**config.mk**
```make
export PLATFORM = sky130hd
export DESIGN_NAME = oag_top
export DESIGN_NICKNAME = d
export VERILOG_FILES = /design/src/oag_pkg.sv /design/src/oag_dec_if.sv /design/src/oag_top.sv /design/src/oag_mode_decode.sv /design/src/oag_addr_regs.sv
export SDC_FILE = /design/constraint.sdc
export NUM_CORES = 1
export LEC_CHECK = 0
export BUFFER_PORTS_ARGS = -buffer_cell sky130_fd_sc_hd__clkbuf_2
export CORE_ASPECT_RATIO = 0.9
export CORE_MARGIN = 2
export CORE_UTILIZATION = 45
export CTS_BUF_LIST = sky130_fd_sc_hd__clkbuf_4 sky130_fd_sc_hd__clkbuf_8
export DETAILED_ROUTE_END_ITERATION = 12
export PLACE_DENSITY = 0.75
export SYNTH_ARGS = -nofsm -noshare
export SYNTH_HDL_FRONTEND = slang
export SYNTH_SLANG_ARGS = --single-unit
```
**constraint.sdc**
```tcl
create_clock -name clock -period 3.37 [get_ports clock]
set_input_delay 0.5055 -clock clock [delete_from_list [all_inputs] [get_ports clock]]
set_output_delay 0.5055 -clock clock [all_outputs]
set_load 0.02 [all_outputs]
```
**src/oag_pkg.sv**
```systemverilog
// Purpose: constants and types shared by the operand address generator
// Assumes: 17-bit opcode word, 16-bit byte addresses, eight address registers
// Notes:   every field position, reset value and step size is named here once
package oag_pkg;

	////////////////////////////////////////////////////////////////////////////
	// widths
	localparam int OAG_OPW  = 17;              // opcode word width
	localparam int OAG_AW   = 16;              // address and register width
	localparam int OAG_NREG = 8;               // number of address registers
	localparam int OAG_SELW = 3;               // register select width

	////////////////////////////////////////////////////////////////////////////
	// opcode field positions
	localparam int OAG_AM_MSB    = 7;          // mode select field
	localparam int OAG_AM_LSB    = 5;
	localparam int OAG_RX_MSB    = 4;          // register select field
	localparam int OAG_RX_LSB    = 2;
	localparam int OAG_PM_MSB    = 1;          // post modification field
	localparam int OAG_PM_LSB    = 0;
	localparam int OAG_SHORT_BIT = 7;          // set selects short relative
	localparam int OAG_OFF7_MSB  = 6;          // short offset b6..b0
	localparam int OAG_FLAG_MSB  = 6;          // flag address bits 6..1
	localparam int OAG_FLAG_LSB  = 1;
	localparam int OAG_FLAG_GR   = 0;          // global (0) or relative (1)
	localparam int OAG_NEXTA_MSB = 11;         // accumulator pointer field
	localparam int OAG_NEXTA_LSB = 10;

	////////////////////////////////////////////////////////////////////////////
	// field codes
	localparam logic [2:0] OAG_AM_DIRECT   = 3'h0;
	localparam logic [2:0] OAG_AM_LONG     = 3'h1;
	localparam logic [2:0] OAG_AM_INDEX    = 3'h2;
	localparam logic [2:0] OAG_AM_INDIRECT = 3'h3;
	localparam logic [1:0] OAG_PM_NONE     = 2'h0;
	localparam logic [1:0] OAG_PM_INC      = 2'h1;
	localparam logic [1:0] OAG_PM_DEC      = 2'h2;
	localparam logic [1:0] OAG_PM_IDX      = 2'h3;
	localparam logic [1:0] OAG_NA_NONE     = 2'h0;
	localparam logic [1:0] OAG_NA_DEC      = 2'h1;
	localparam logic [1:0] OAG_NA_INC      = 2'h2;
	localparam logic [1:0] OAG_NA_STRING   = 2'h3;

	////////////////////////////////////////////////////////////////////////////
	// fixed registers, bases, steps and reset values
	localparam logic [2:0]  OAG_INDEX_SEL = 3'h5;
	localparam logic [2:0]  OAG_PAGE_SEL  = 3'h6;
	localparam logic [15:0] OAG_FLAG_BASE = 16'h0000;
	localparam logic [15:0] OAG_WORD_STEP = 16'h0002;
	localparam logic [15:0] OAG_BYTE_STEP = 16'h0001;
	localparam logic [15:0] OAG_REG_RST   = 16'h0000;
	localparam logic [15:0] OAG_ADDR_RST  = 16'h0000;

	////////////////////////////////////////////////////////////////////////////
	// decoded types
	typedef enum logic [2:0] {
		OAG_MODE_DIRECT,
		OAG_MODE_LONG_REL,
		OAG_MODE_INDEX_REL,
		OAG_MODE_INDIRECT,
		OAG_MODE_SHORT_REL,
		OAG_MODE_FLAG_GLOBAL,
		OAG_MODE_FLAG_REL
	} oag_mode_t;

	typedef enum logic [1:0] {
		OAG_POST_NONE,
		OAG_POST_INC,
		OAG_POST_DEC,
		OAG_POST_INDEX
	} oag_post_t;

	typedef enum logic [1:0] {
		OAG_AP_NONE,
		OAG_AP_DEC,
		OAG_AP_INC,
		OAG_AP_STRING
	} oag_ap_t;

endpackage

```
**src/oag_dec_if.sv**
```systemverilog
// Purpose: decoded addressing fields passed from decoder to address path
// Assumes: one decoder drives, the address path reads
// Notes:   purely combinational bundle
`timescale 1ns/100ps
interface oag_dec_if;
	oag_pkg::oag_mode_t mode;
	logic [2:0]         rx_sel;
	oag_pkg::oag_post_t post_mod;
	oag_pkg::oag_ap_t   ap_mod;
	logic [6:0]         short_offset;
	logic [5:0]         flag_offset;
	logic               bad_pm;

	modport dec (output mode, rx_sel, post_mod, ap_mod, short_offset, flag_offset, bad_pm);
	modport use_side (input mode, rx_sel, post_mod, ap_mod, short_offset, flag_offset, bad_pm);
endinterface // oag_dec_if

```
**src/oag_top.sv**
```systemverilog
// Purpose: operand effective address generator of a 16-bit signal processor
// Assumes: decode logic presents one request per cycle with its second word
// Notes:   accumulator pointer strobe leads the address by one cycle
//          an external register load wins over a post modification writeback
//          eff_addr and test_flag hold their last value between address strobes
//          decode_error marks a non-zero modifier in direct, long relative or index relative mode
//          the base register is read before the writeback of the same edge
`timescale 1ns/100ps
module oag_top (
	input  wire logic        clock,
	input  wire logic        rst_n,
	input  wire logic        req_valid,
	input  wire logic [16:0] opcode,
	input  wire logic [15:0] second_word,
	input  wire logic        is_flag_instr,
	input  wire logic        has_next_a,
	input  wire logic        byte_operand,
	input  wire logic        reg_load_en,
	input  wire logic [2:0]  reg_load_sel,
	input  wire logic [15:0] reg_load_data,
	input  wire logic [2:0]  reg_peek_sel,
	output logic      [15:0] reg_peek_data,
	output logic             ap_pre_inc,
	output logic             ap_pre_dec,
	output logic             string_mode,
	output logic             ea_valid,
	output logic      [15:0] eff_addr,
	output logic             flag_access,
	output logic      [5:0]  test_flag,
	output logic             decode_error
);

	////////////////////////////////////////////////////////////////////////////
	// declarations

	oag_dec_if dec_bus ();

	logic [15:0] base_data;
	logic [15:0] index_register;
	logic [15:0] page_register;
	logic [15:0] peek_data;
	logic [15:0] direct_address_word;
	logic [15:0] long_offset_word;
	logic [15:0] short_offset;
	logic [15:0] flag_rel_offset;
	logic [15:0] global_flag_address;
	logic [15:0] post_step;
	logic [15:0] ea_d;
	logic [15:0] wb_data;
	logic        wb_en;
	logic        flag_mode;

	logic        s1_valid_q;
	logic [15:0] s1_addr_q;
	logic        s1_flag_q;
	logic [5:0]  s1_flag_bit_q;
	logic        s1_err_q;
	logic        ap_inc_q;
	logic        ap_dec_q;
	logic        string_q;
	logic        ea_valid_q;
	logic [15:0] eff_addr_q;
	logic        flag_access_q;
	logic [5:0]  test_flag_q;
	logic        decode_error_q;
	logic [15:0] reg_peek_q;

	////////////////////////////////////////////////////////////////////////////
	// helper functions

	// post modification step size, registers hold byte addresses
	function automatic logic [15:0] step_size(input logic is_byte);
		logic [15:0] s;
		s = oag_pkg::OAG_WORD_STEP;
		if (is_byte) begin
			s = oag_pkg::OAG_BYTE_STEP;
		end
		return s;
	endfunction

	// true for the two flag addressing modes
	function automatic logic is_flag_mode(input oag_pkg::oag_mode_t m);
		return (m == oag_pkg::OAG_MODE_FLAG_GLOBAL) || (m == oag_pkg::OAG_MODE_FLAG_REL);
	endfunction

	////////////////////////////////////////////////////////////////////////////
	// submodules

	// opcode field decode
	oag_mode_decode u_decode (
		.opcode        (opcode),
		.is_flag_instr (is_flag_instr),
		.has_next_a    (has_next_a),
		.d             (dec_bus.dec)
	);

	// address register file with post modification writeback
	oag_addr_regs u_regs (
		.clock      (clock),
		.rst_n      (rst_n),
		.base_sel   (dec_bus.rx_sel),
		.base_data  (base_data),
		.index_data (index_register),
		.page_data  (page_register),
		.peek_sel   (reg_peek_sel),
		.peek_data  (peek_data),
		.wb_en      (wb_en),
		.wb_sel     (dec_bus.rx_sel),
		.wb_data    (wb_data),
		.ld_en      (reg_load_en),
		.ld_sel     (reg_load_sel),
		.ld_data    (reg_load_data)
	);

	////////////////////////////////////////////////////////////////////////////
	// operand forms

	// the second word serves as address or as long offset depending on mode
	assign direct_address_word = second_word;
	assign long_offset_word    = second_word;

	// zero extended short forms
	assign short_offset        = {9'h000, dec_bus.short_offset};
	assign global_flag_address = {9'h000, dec_bus.flag_offset, 1'b0};
	assign flag_rel_offset     = {9'h000, dec_bus.flag_offset, 1'b0};
	assign post_step           = step_size(byte_operand);
	assign flag_mode           = is_flag_mode(dec_bus.mode);

	////////////////////////////////////////////////////////////////////////////
	// effective address, all sums are 16 bits and wrap

	always_comb begin
		ea_d = oag_pkg::OAG_ADDR_RST;
		case (dec_bus.mode)
			oag_pkg::OAG_MODE_DIRECT: begin
				ea_d = direct_address_word;
			end
			oag_pkg::OAG_MODE_LONG_REL: begin
				ea_d = base_data + long_offset_word;
			end
			oag_pkg::OAG_MODE_INDEX_REL: begin
				ea_d = base_data + index_register;
			end
			oag_pkg::OAG_MODE_INDIRECT: begin
				ea_d = base_data;
			end
			oag_pkg::OAG_MODE_SHORT_REL: begin
				ea_d = page_register + short_offset;
			end
			oag_pkg::OAG_MODE_FLAG_GLOBAL: begin
				ea_d = oag_pkg::OAG_FLAG_BASE + global_flag_address;
			end
			oag_pkg::OAG_MODE_FLAG_REL: begin
				ea_d = page_register + flag_rel_offset;
			end
			default: begin
				ea_d = oag_pkg::OAG_ADDR_RST;
			end
		endcase
	end

	////////////////////////////////////////////////////////////////////////////
	// post modification, only indirect mode writes the base register back

	// writeback happens at the request edge so a following request sees it
	assign wb_en = req_valid && (dec_bus.post_mod != oag_pkg::OAG_POST_NONE);

	always_comb begin
		wb_data = base_data;
		case (dec_bus.post_mod)
			oag_pkg::OAG_POST_INC:   wb_data = base_data + post_step;
			oag_pkg::OAG_POST_DEC:   wb_data = base_data - post_step;
			oag_pkg::OAG_POST_INDEX: wb_data = base_data + index_register;
			default:                 wb_data = base_data;
		endcase
	end

	////////////////////////////////////////////////////////////////////////////
	// stage one: capture address, issue pointer premodify strobes

	// request strobe and the address formed from it
	always_ff @(posedge clock or negedge rst_n) begin
		if (!rst_n) begin
			s1_valid_q <= 1'b0;
			s1_addr_q  <= oag_pkg::OAG_ADDR_RST;
		end else begin
			s1_valid_q <= req_valid;
			s1_addr_q  <= req_valid ? ea_d : s1_addr_q;
		end
	end

	// flag marker and flag bit number, the bit number is held between requests
	always_ff @(posedge clock or negedge rst_n) begin
		if (!rst_n) begin
			s1_flag_q     <= 1'b0;
			s1_flag_bit_q <= 6'h00;
		end else begin
			s1_flag_q     <= req_valid && flag_mode;
			s1_flag_bit_q <= req_valid ? dec_bus.flag_offset : s1_flag_bit_q;
		end
	end

	// modifier coding error, a diagnostic only, the address is still formed
	always_ff @(posedge clock or negedge rst_n) begin
		if (!rst_n) begin
			s1_err_q <= 1'b0;
		end else begin
			s1_err_q <= req_valid && dec_bus.bad_pm;
		end
	end

	// pointer step strobes one cycle ahead of the operand address
	always_ff @(posedge clock or negedge rst_n) begin
		if (!rst_n) begin
			ap_inc_q <= 1'b0;
			ap_dec_q <= 1'b0;
		end else begin
			ap_inc_q <= req_valid && (dec_bus.ap_mod == oag_pkg::OAG_AP_INC);
			ap_dec_q <= req_valid && (dec_bus.ap_mod == oag_pkg::OAG_AP_DEC);
		end
	end

	// string mode marker with the same timing as the step strobes
	always_ff @(posedge clock or negedge rst_n) begin
		if (!rst_n) begin
			string_q <= 1'b0;
		end else begin
			string_q <= req_valid && (dec_bus.ap_mod == oag_pkg::OAG_AP_STRING);
		end
	end

	////////////////////////////////////////////////////////////////////////////
	// stage two: present the operand address after the pointer has moved

	// address strobe and the address it carries, held between strobes
	always_ff @(posedge clock or negedge rst_n) begin
		if (!rst_n) begin
			ea_valid_q <= 1'b0;
			eff_addr_q <= oag_pkg::OAG_ADDR_RST;
		end else begin
			ea_valid_q <= s1_valid_q;
			eff_addr_q <= s1_valid_q ? s1_addr_q : eff_addr_q;
		end
	end

	// flag marker and flag bit number presented with the address
	always_ff @(posedge clock or negedge rst_n) begin
		if (!rst_n) begin
			flag_access_q <= 1'b0;
			test_flag_q   <= 6'h00;
		end else begin
			flag_access_q <= s1_valid_q && s1_flag_q;
			test_flag_q   <= s1_valid_q ? s1_flag_bit_q : test_flag_q;
		end
	end

	// modifier coding error presented with the address
	always_ff @(posedge clock or negedge rst_n) begin
		if (!rst_n) begin
			decode_error_q <= 1'b0;
		end else begin
			decode_error_q <= s1_valid_q && s1_err_q;
		end
	end

	// registered view of any address register for debug and context save
	always_ff @(posedge clock or negedge rst_n) begin
		if (!rst_n) begin
			reg_peek_q <= oag_pkg::OAG_REG_RST;
		end else begin
			reg_peek_q <= peek_data;
		end
	end

	////////////////////////////////////////////////////////////////////////////
	// outputs

	assign ap_pre_inc    = ap_inc_q;
	assign ap_pre_dec    = ap_dec_q;
	assign string_mode   = string_q;
	assign ea_valid      = ea_valid_q;
	assign eff_addr      = eff_addr_q;
	assign flag_access   = flag_access_q;
	assign test_flag     = test_flag_q;
	assign decode_error  = decode_error_q;
	assign reg_peek_data = reg_peek_q;

endmodule // oag_top

```
**src/oag_mode_decode.sv**
```systemverilog
// Purpose: decode the opcode addressing bits into mode, register and modifiers
// Assumes: opcode is stable while it is being decoded
// Notes:   combinational only
`timescale 1ns/100ps
module oag_mode_decode (
	input  wire logic [16:0] opcode,
	input  wire logic        is_flag_instr,
	input  wire logic        has_next_a,
	oag_dec_if.dec           d
);

	logic [2:0] mode_select_field;
	logic [1:0] post_mod_field;
	logic [1:0] next_a_field;

	// field extraction from the low opcode byte and the pointer field
	assign mode_select_field = opcode[oag_pkg::OAG_AM_MSB:oag_pkg::OAG_AM_LSB];
	assign post_mod_field    = opcode[oag_pkg::OAG_PM_MSB:oag_pkg::OAG_PM_LSB];
	assign next_a_field      = opcode[oag_pkg::OAG_NEXTA_MSB:oag_pkg::OAG_NEXTA_LSB];
	assign d.rx_sel          = opcode[oag_pkg::OAG_RX_MSB:oag_pkg::OAG_RX_LSB];
	assign d.short_offset    = opcode[oag_pkg::OAG_OFF7_MSB:0];
	assign d.flag_offset     = opcode[oag_pkg::OAG_FLAG_MSB:oag_pkg::OAG_FLAG_LSB];

	// mode selection, flag instructions take precedence over the byte fields
	always_comb begin
		d.mode = oag_pkg::OAG_MODE_DIRECT;
		if (is_flag_instr) begin
			if (opcode[oag_pkg::OAG_FLAG_GR]) begin
				d.mode = oag_pkg::OAG_MODE_FLAG_REL;
			end else begin
				d.mode = oag_pkg::OAG_MODE_FLAG_GLOBAL;
			end
		end else if (opcode[oag_pkg::OAG_SHORT_BIT]) begin
			d.mode = oag_pkg::OAG_MODE_SHORT_REL;
		end else begin
			case (mode_select_field)
				oag_pkg::OAG_AM_DIRECT:   d.mode = oag_pkg::OAG_MODE_DIRECT;
				oag_pkg::OAG_AM_LONG:     d.mode = oag_pkg::OAG_MODE_LONG_REL;
				oag_pkg::OAG_AM_INDEX:    d.mode = oag_pkg::OAG_MODE_INDEX_REL;
				oag_pkg::OAG_AM_INDIRECT: d.mode = oag_pkg::OAG_MODE_INDIRECT;
				default:                  d.mode = oag_pkg::OAG_MODE_DIRECT;
			endcase
		end
	end

	// post modification only exists for indirect mode
	always_comb begin
		d.post_mod = oag_pkg::OAG_POST_NONE;
		d.bad_pm   = 1'b0;
		if (d.mode == oag_pkg::OAG_MODE_INDIRECT) begin
			case (post_mod_field)
				oag_pkg::OAG_PM_INC: d.post_mod = oag_pkg::OAG_POST_INC;
				oag_pkg::OAG_PM_DEC: d.post_mod = oag_pkg::OAG_POST_DEC;
				oag_pkg::OAG_PM_IDX: d.post_mod = oag_pkg::OAG_POST_INDEX;
				default:             d.post_mod = oag_pkg::OAG_POST_NONE;
			endcase
		end else if (!is_flag_instr && !opcode[oag_pkg::OAG_SHORT_BIT]) begin
			d.bad_pm = (post_mod_field != oag_pkg::OAG_PM_NONE); // must be coded zero
		end
	end

	// accumulator pointer field, honoured only for classes that carry it
	always_comb begin
		d.ap_mod = oag_pkg::OAG_AP_NONE;
		if (has_next_a) begin
			case (next_a_field)
				oag_pkg::OAG_NA_DEC:    d.ap_mod = oag_pkg::OAG_AP_DEC;
				oag_pkg::OAG_NA_INC:    d.ap_mod = oag_pkg::OAG_AP_INC;
				oag_pkg::OAG_NA_STRING: d.ap_mod = oag_pkg::OAG_AP_STRING;
				default:                d.ap_mod = oag_pkg::OAG_AP_NONE;
			endcase
		end
	end

endmodule // oag_mode_decode

```
**src/oag_addr_regs.sv**
```systemverilog
// Purpose: eight 16-bit address registers with load and writeback ports
// Assumes: load and writeback may hit the same register in one cycle
// Notes:   an external load beats a post modification writeback
`timescale 1ns/100ps
module oag_addr_regs (
	input  wire logic        clock,
	input  wire logic        rst_n,
	input  wire logic [2:0]  base_sel,
	output logic      [15:0] base_data,
	output logic      [15:0] index_data,
	output logic      [15:0] page_data,
	input  wire logic [2:0]  peek_sel,
	output logic      [15:0] peek_data,
	input  wire logic        wb_en,
	input  wire logic [2:0]  wb_sel,
	input  wire logic [15:0] wb_data,
	input  wire logic        ld_en,
	input  wire logic [2:0]  ld_sel,
	input  wire logic [15:0] ld_data
);

	logic [15:0] regs_q [oag_pkg::OAG_NREG];

	// one register per generate slice, load first then writeback
	for (genvar i = 0; i < oag_pkg::OAG_NREG; i++) begin : g_reg
		always_ff @(posedge clock or negedge rst_n) begin
			if (!rst_n) begin
				regs_q[i] <= oag_pkg::OAG_REG_RST;
			end else if (ld_en && (ld_sel == 3'(i))) begin
				regs_q[i] <= ld_data;
			end else if (wb_en && (wb_sel == 3'(i))) begin
				regs_q[i] <= wb_data;
			end
		end
	end

	// read ports
	assign base_data  = regs_q[base_sel];
	assign index_data = regs_q[oag_pkg::OAG_INDEX_SEL];
	assign page_data  = regs_q[oag_pkg::OAG_PAGE_SEL];
	assign peek_data  = regs_q[peek_sel];

endmodule // oag_addr_regs

```
==> impl_metrics.sql <==
INSERT INTO impl_metrics (metric_group, metric, value, unit) VALUES
('critical_path', 'endpoint_kind', 'flop', ''),
('sta', 'rsz_0062_raised_after_global_routing', 'true', ''),
('cells_and_area', 'number_of_diodes', '0', ''),
('critical_path', 'timing.critical_path.arrival', '4.02', 'ns'),
('critical_path', 'critical-path-slowest-cell', 'mux4_2', ''),
('cells_and_area', 'multi_input_logic_area', '0.009200', 'mm^2'),
('cells_and_area', 'drive_above_1_share', '36.50', '%'),
('sta', 'relSlewSlack', '30.19', '%'),
('synthesis', 'post_synth.cell_area_avg', '9.050', 'um^2'),
('synthesis', 'postSynth.asyncResetShare', '100.0', '%'),
('sta', 'final.setup.worst_slack', '-0.2482', 'ns'),
('global_route', 'gr-total-overflow', '0', ''),
('cts', 'clock_sinks', '197', ''),
('cts', 'clock_tree.htree_level_count', '4', ''),
('synthesis', 'number_of_standard_cells_after_synthesis', '1538', ''),
('placement', 'place.port_buffers', '98', ''),
('critical_path', 'critical-path-max-stage-delay', '0.51', 'ns'),
('synthesis', 'synth.top_cell.area_share', '35.42', '%'),
('cells_and_area', 'design.final.nets', '1975', ''),
('cts', 'clk_pin_slew', '0.13', 'ns'),
('power_and_ir_drop', 'cellPowerDensity', '569.5', 'mW/mm^2'),
('cts', 'clock-root-buffer', 'clkbuf_8', ''),
('cells_and_area', 'seqCellArea', '0.004930', 'mm^2'),
('synthesis', 'synth.yosys.seq_area_share', '35.42', '%'),
('sta', 'timing_worst_slew_pin_value', '1.047', 'ns'),
('sta', 'final_hold_vio_count', '0', ''),
('drt', 'wl_per_cell', '23.17', 'um'),
('drt', 'antenna_violating_nets_post_route', '0', ''),
('floorplan', 'io-pin-count', '106', ''),
('power_and_ir_drop', 'switching_share', '39.96', '%'),
('power_and_ir_drop', 'power.clock.fraction', '15.2', '%'),
('power_and_ir_drop', 'p_switching', '4120', 'uW'),
('sta', 'fin_worst_hold_slack', '0.03964', 'ns'),
('synthesis', 'mappedNetlistArea', '0.01392', 'mm^2'),
('sta', 'clock_skew', '0.02184', 'ns'),
('sta', 'max_clock_freq', '276.4', 'MHz'),
('drt', 'detailedRoute.firstIterationViolations', '1821', ''),
('global_route', 'grt_antenna_before_repair', '0', ''),
('drt', 'post-route-drc-count', '0', ''),
('power_and_ir_drop', 'p_leak', '0.008026', 'uW'),
('cts', 'insertion_delay', '0.51', 'ns'),
('drt', 'drtPass1Iterations', '6', ''),
('power_and_ir_drop', 'power_frac_comb', '53.6', '%'),
('synthesis', 'yosysUniqueCellTypes', '69', ''),
('placement', 'place.gp.congestion', '0.9905', ''),
('outcome', 'run_status', 'complete, but fails checks', ''),
('critical_path', 'crit_required', '3.77', 'ns'),
('min_path', 'hold_path_class', 'in2async', ''),
('global_route', 'first_global_vias', '14080', ''),
('global_route', 'wire_length_of_the_first_global_routing_pass', '80430', 'um'),
('cts', 'cts_max_path_buffers', '2', ''),
('synthesis', 'yosys_warnings', '0', ''),
('cells_and_area', 'areaGrowthSynthToFinish', '30.04', '%'),
('power_and_ir_drop', 'power.sequential.fraction', '31.2', '%'),
('critical_path', 'worstPathCellList', 'mux4_2 -> mux2i_4 -> inv_2 -> ha_4 -> fa_2 -> a211oi_4 -> buf_4 -> nor2_1 -> o21ai_1 -> a22oi_2 -> a22oi_2 -> buf_4 -> and3b_2 -> a221oi_2 -> nor2_1', ''),
('outcome', 'violations', 'setup timing', ''),
('sta', 'setup_violations', '66', ''),
('placement', 'place_worst_setup_slack', '-0.9110', 'ns'),
('synthesis', 'synth-edff-count', '0', ''),
('floorplan', 'die_area', '0.03236', 'mm^2'),
('floorplan', 'initial_utilization', '45.37', '%'),
('synthesis', 'synth.ff_latch_count', '197', ''),
('critical_path', 'timing.critical_path.from_type', 'flop', ''),
('sta', 'min_period_over_period', '107.4', '%'),
('floorplan', 'die_width', '189.4', 'um'),
('power_and_ir_drop', 'vdd_drop_max', '329.3', 'uV'),
('sta', 'layout_min_cycle_time', '3.618', 'ns'),
('placement', 'hpwlAfterDp', '38180', 'um'),
('cells_and_area', 'fin_area', '0.01810', 'mm^2'),
('power_and_ir_drop', 'report.power.total', '10310', 'uW'),
('synthesis', 'synth_nets', '1660', '');
power groups by stage:
stage	logic, uW	clock network, uW	registers, uW
global placement	4780	0	3220
global route	5910	1670	3260
floorplan	2620	0	3290
finish	5520	1570	3210
CTS	5200	1580	3190
detailed placement	4870	0	3240
area by class of cell:
cell class	instances	share of cell area (%)
flip-flops and latches	197	27.23
repair buffers	408	16.57
multi-input cells	1209	50.83
inverters	20	0.4286
clock buffers	18	1.369
clock inverters	14	0.7465
well taps	409	2.827
stage by stage:
step	util [%]	setup TNS, ns
CTS	57.77	-5.380
floorplan	-	-17.52
detailed placement	55.04	-78.65
global placement	55.04	-73.67
finish	59.00	-7.978
global route	59.00	-15.28
layer usage:
metal / routed length [um] / track usage (%)
met3: 5611 / 6.462
met1: 21070 / 44.65
met4: 2212 / 13.82
met5: 0 / 0
met2: 23820 / 50.28
worst paths after layout:
| path | from | endpoint | slack (ns) | depth (start not counted) |
|---|---|---|---|---|
| max | u_regs.regs_q[64] | u_regs.regs_q[102] | -0.25 | 15 |
| min | rst_n | eff_addr[12] | 0.04 | 1 |
| max reg2reg | u_regs.regs_q[64] | u_regs.regs_q[102] | -0.25 | 15 |
| min reg2reg | s1_flag_q | flag_access | 0.46 | 1 |
| max in group asynchronous | rst_n | u_regs.regs_q[95] | 2.50 | 2 |
| min in group clock | opcode[11] | ap_pre_dec | 0.16 | 2 |
kinds of logic after synthesis:
logic type      after synthesis  synth area share, %
fa+ha+maj                    60                5.663
simple gates                545                17.35
buf+inv                     132                3.658
xor+xnor                     40                2.517
compound gates              435                19.67
mux                         129                15.73
flops                       197                35.42
critical path: cells and delay by family (launching register included):
kind / cells / cell delay (ns)
buffers and inverters: 3 / 0.40
flip-flops: 1 / 0.42
AO/OA/AOI/OAI: 5 / 1.07
multiplexers: 2 / 0.71
adder cells (fa/ha/maj): 2 / 0.54
AND/OR/NAND/NOR: 3 / 0.36
what timing repair did:
item	CTS	global route
gates resized for setup	68	53
hold buffers	0	0
buffers inserted	17	15
setup endpoints to repair	89	106
pin swaps	52	48
cell usage in the layout (no fill, tap or decap), types with 10 or more instances in the layout:
cell / Yosys / final
ha_1: 55 / 47
a211oi_1: 24 / 10
nand2b_1: 13 / 12
clkbuf_2: 0 / 96
xnor2_1: 31 / 28
nand3_1: 47 / 46
a21o_1: 24 / 24
o21ai_0: 45 / 39
dfrtp_1: 197 / 197
o21ai_1: 76 / 73
buf_12: 0 / 11
buf_4: 1 / 292
clkbuf_8: 0 / 20
inv_1: 19 / 16
a21oi_1: 106 / 94
a211oi_2: 0 / 10
nor2b_1: 11 / 10
nand2_1: 214 / 211
and3_1: 41 / 40
a221oi_1: 21 / 13
mux4_2: 64 / 64
nor3_1: 21 / 18
nor2_1: 158 / 149
a22oi_1: 15 / 12
mux2_2: 58 / 57
a31oi_1: 53 / 50
flip-flops by register name, indices dropped and copies added (netlist names), 6 cells and up:
signal             flops
eff_addr              16
u_regs.regs_q         96
test_flag              6
u_regs.page_data      16
s1_flag_bit_q          6
reg_peek_data         16
u_regs.index_data     16
s1_addr_q             16
Power figures use the tool's default switching activity.
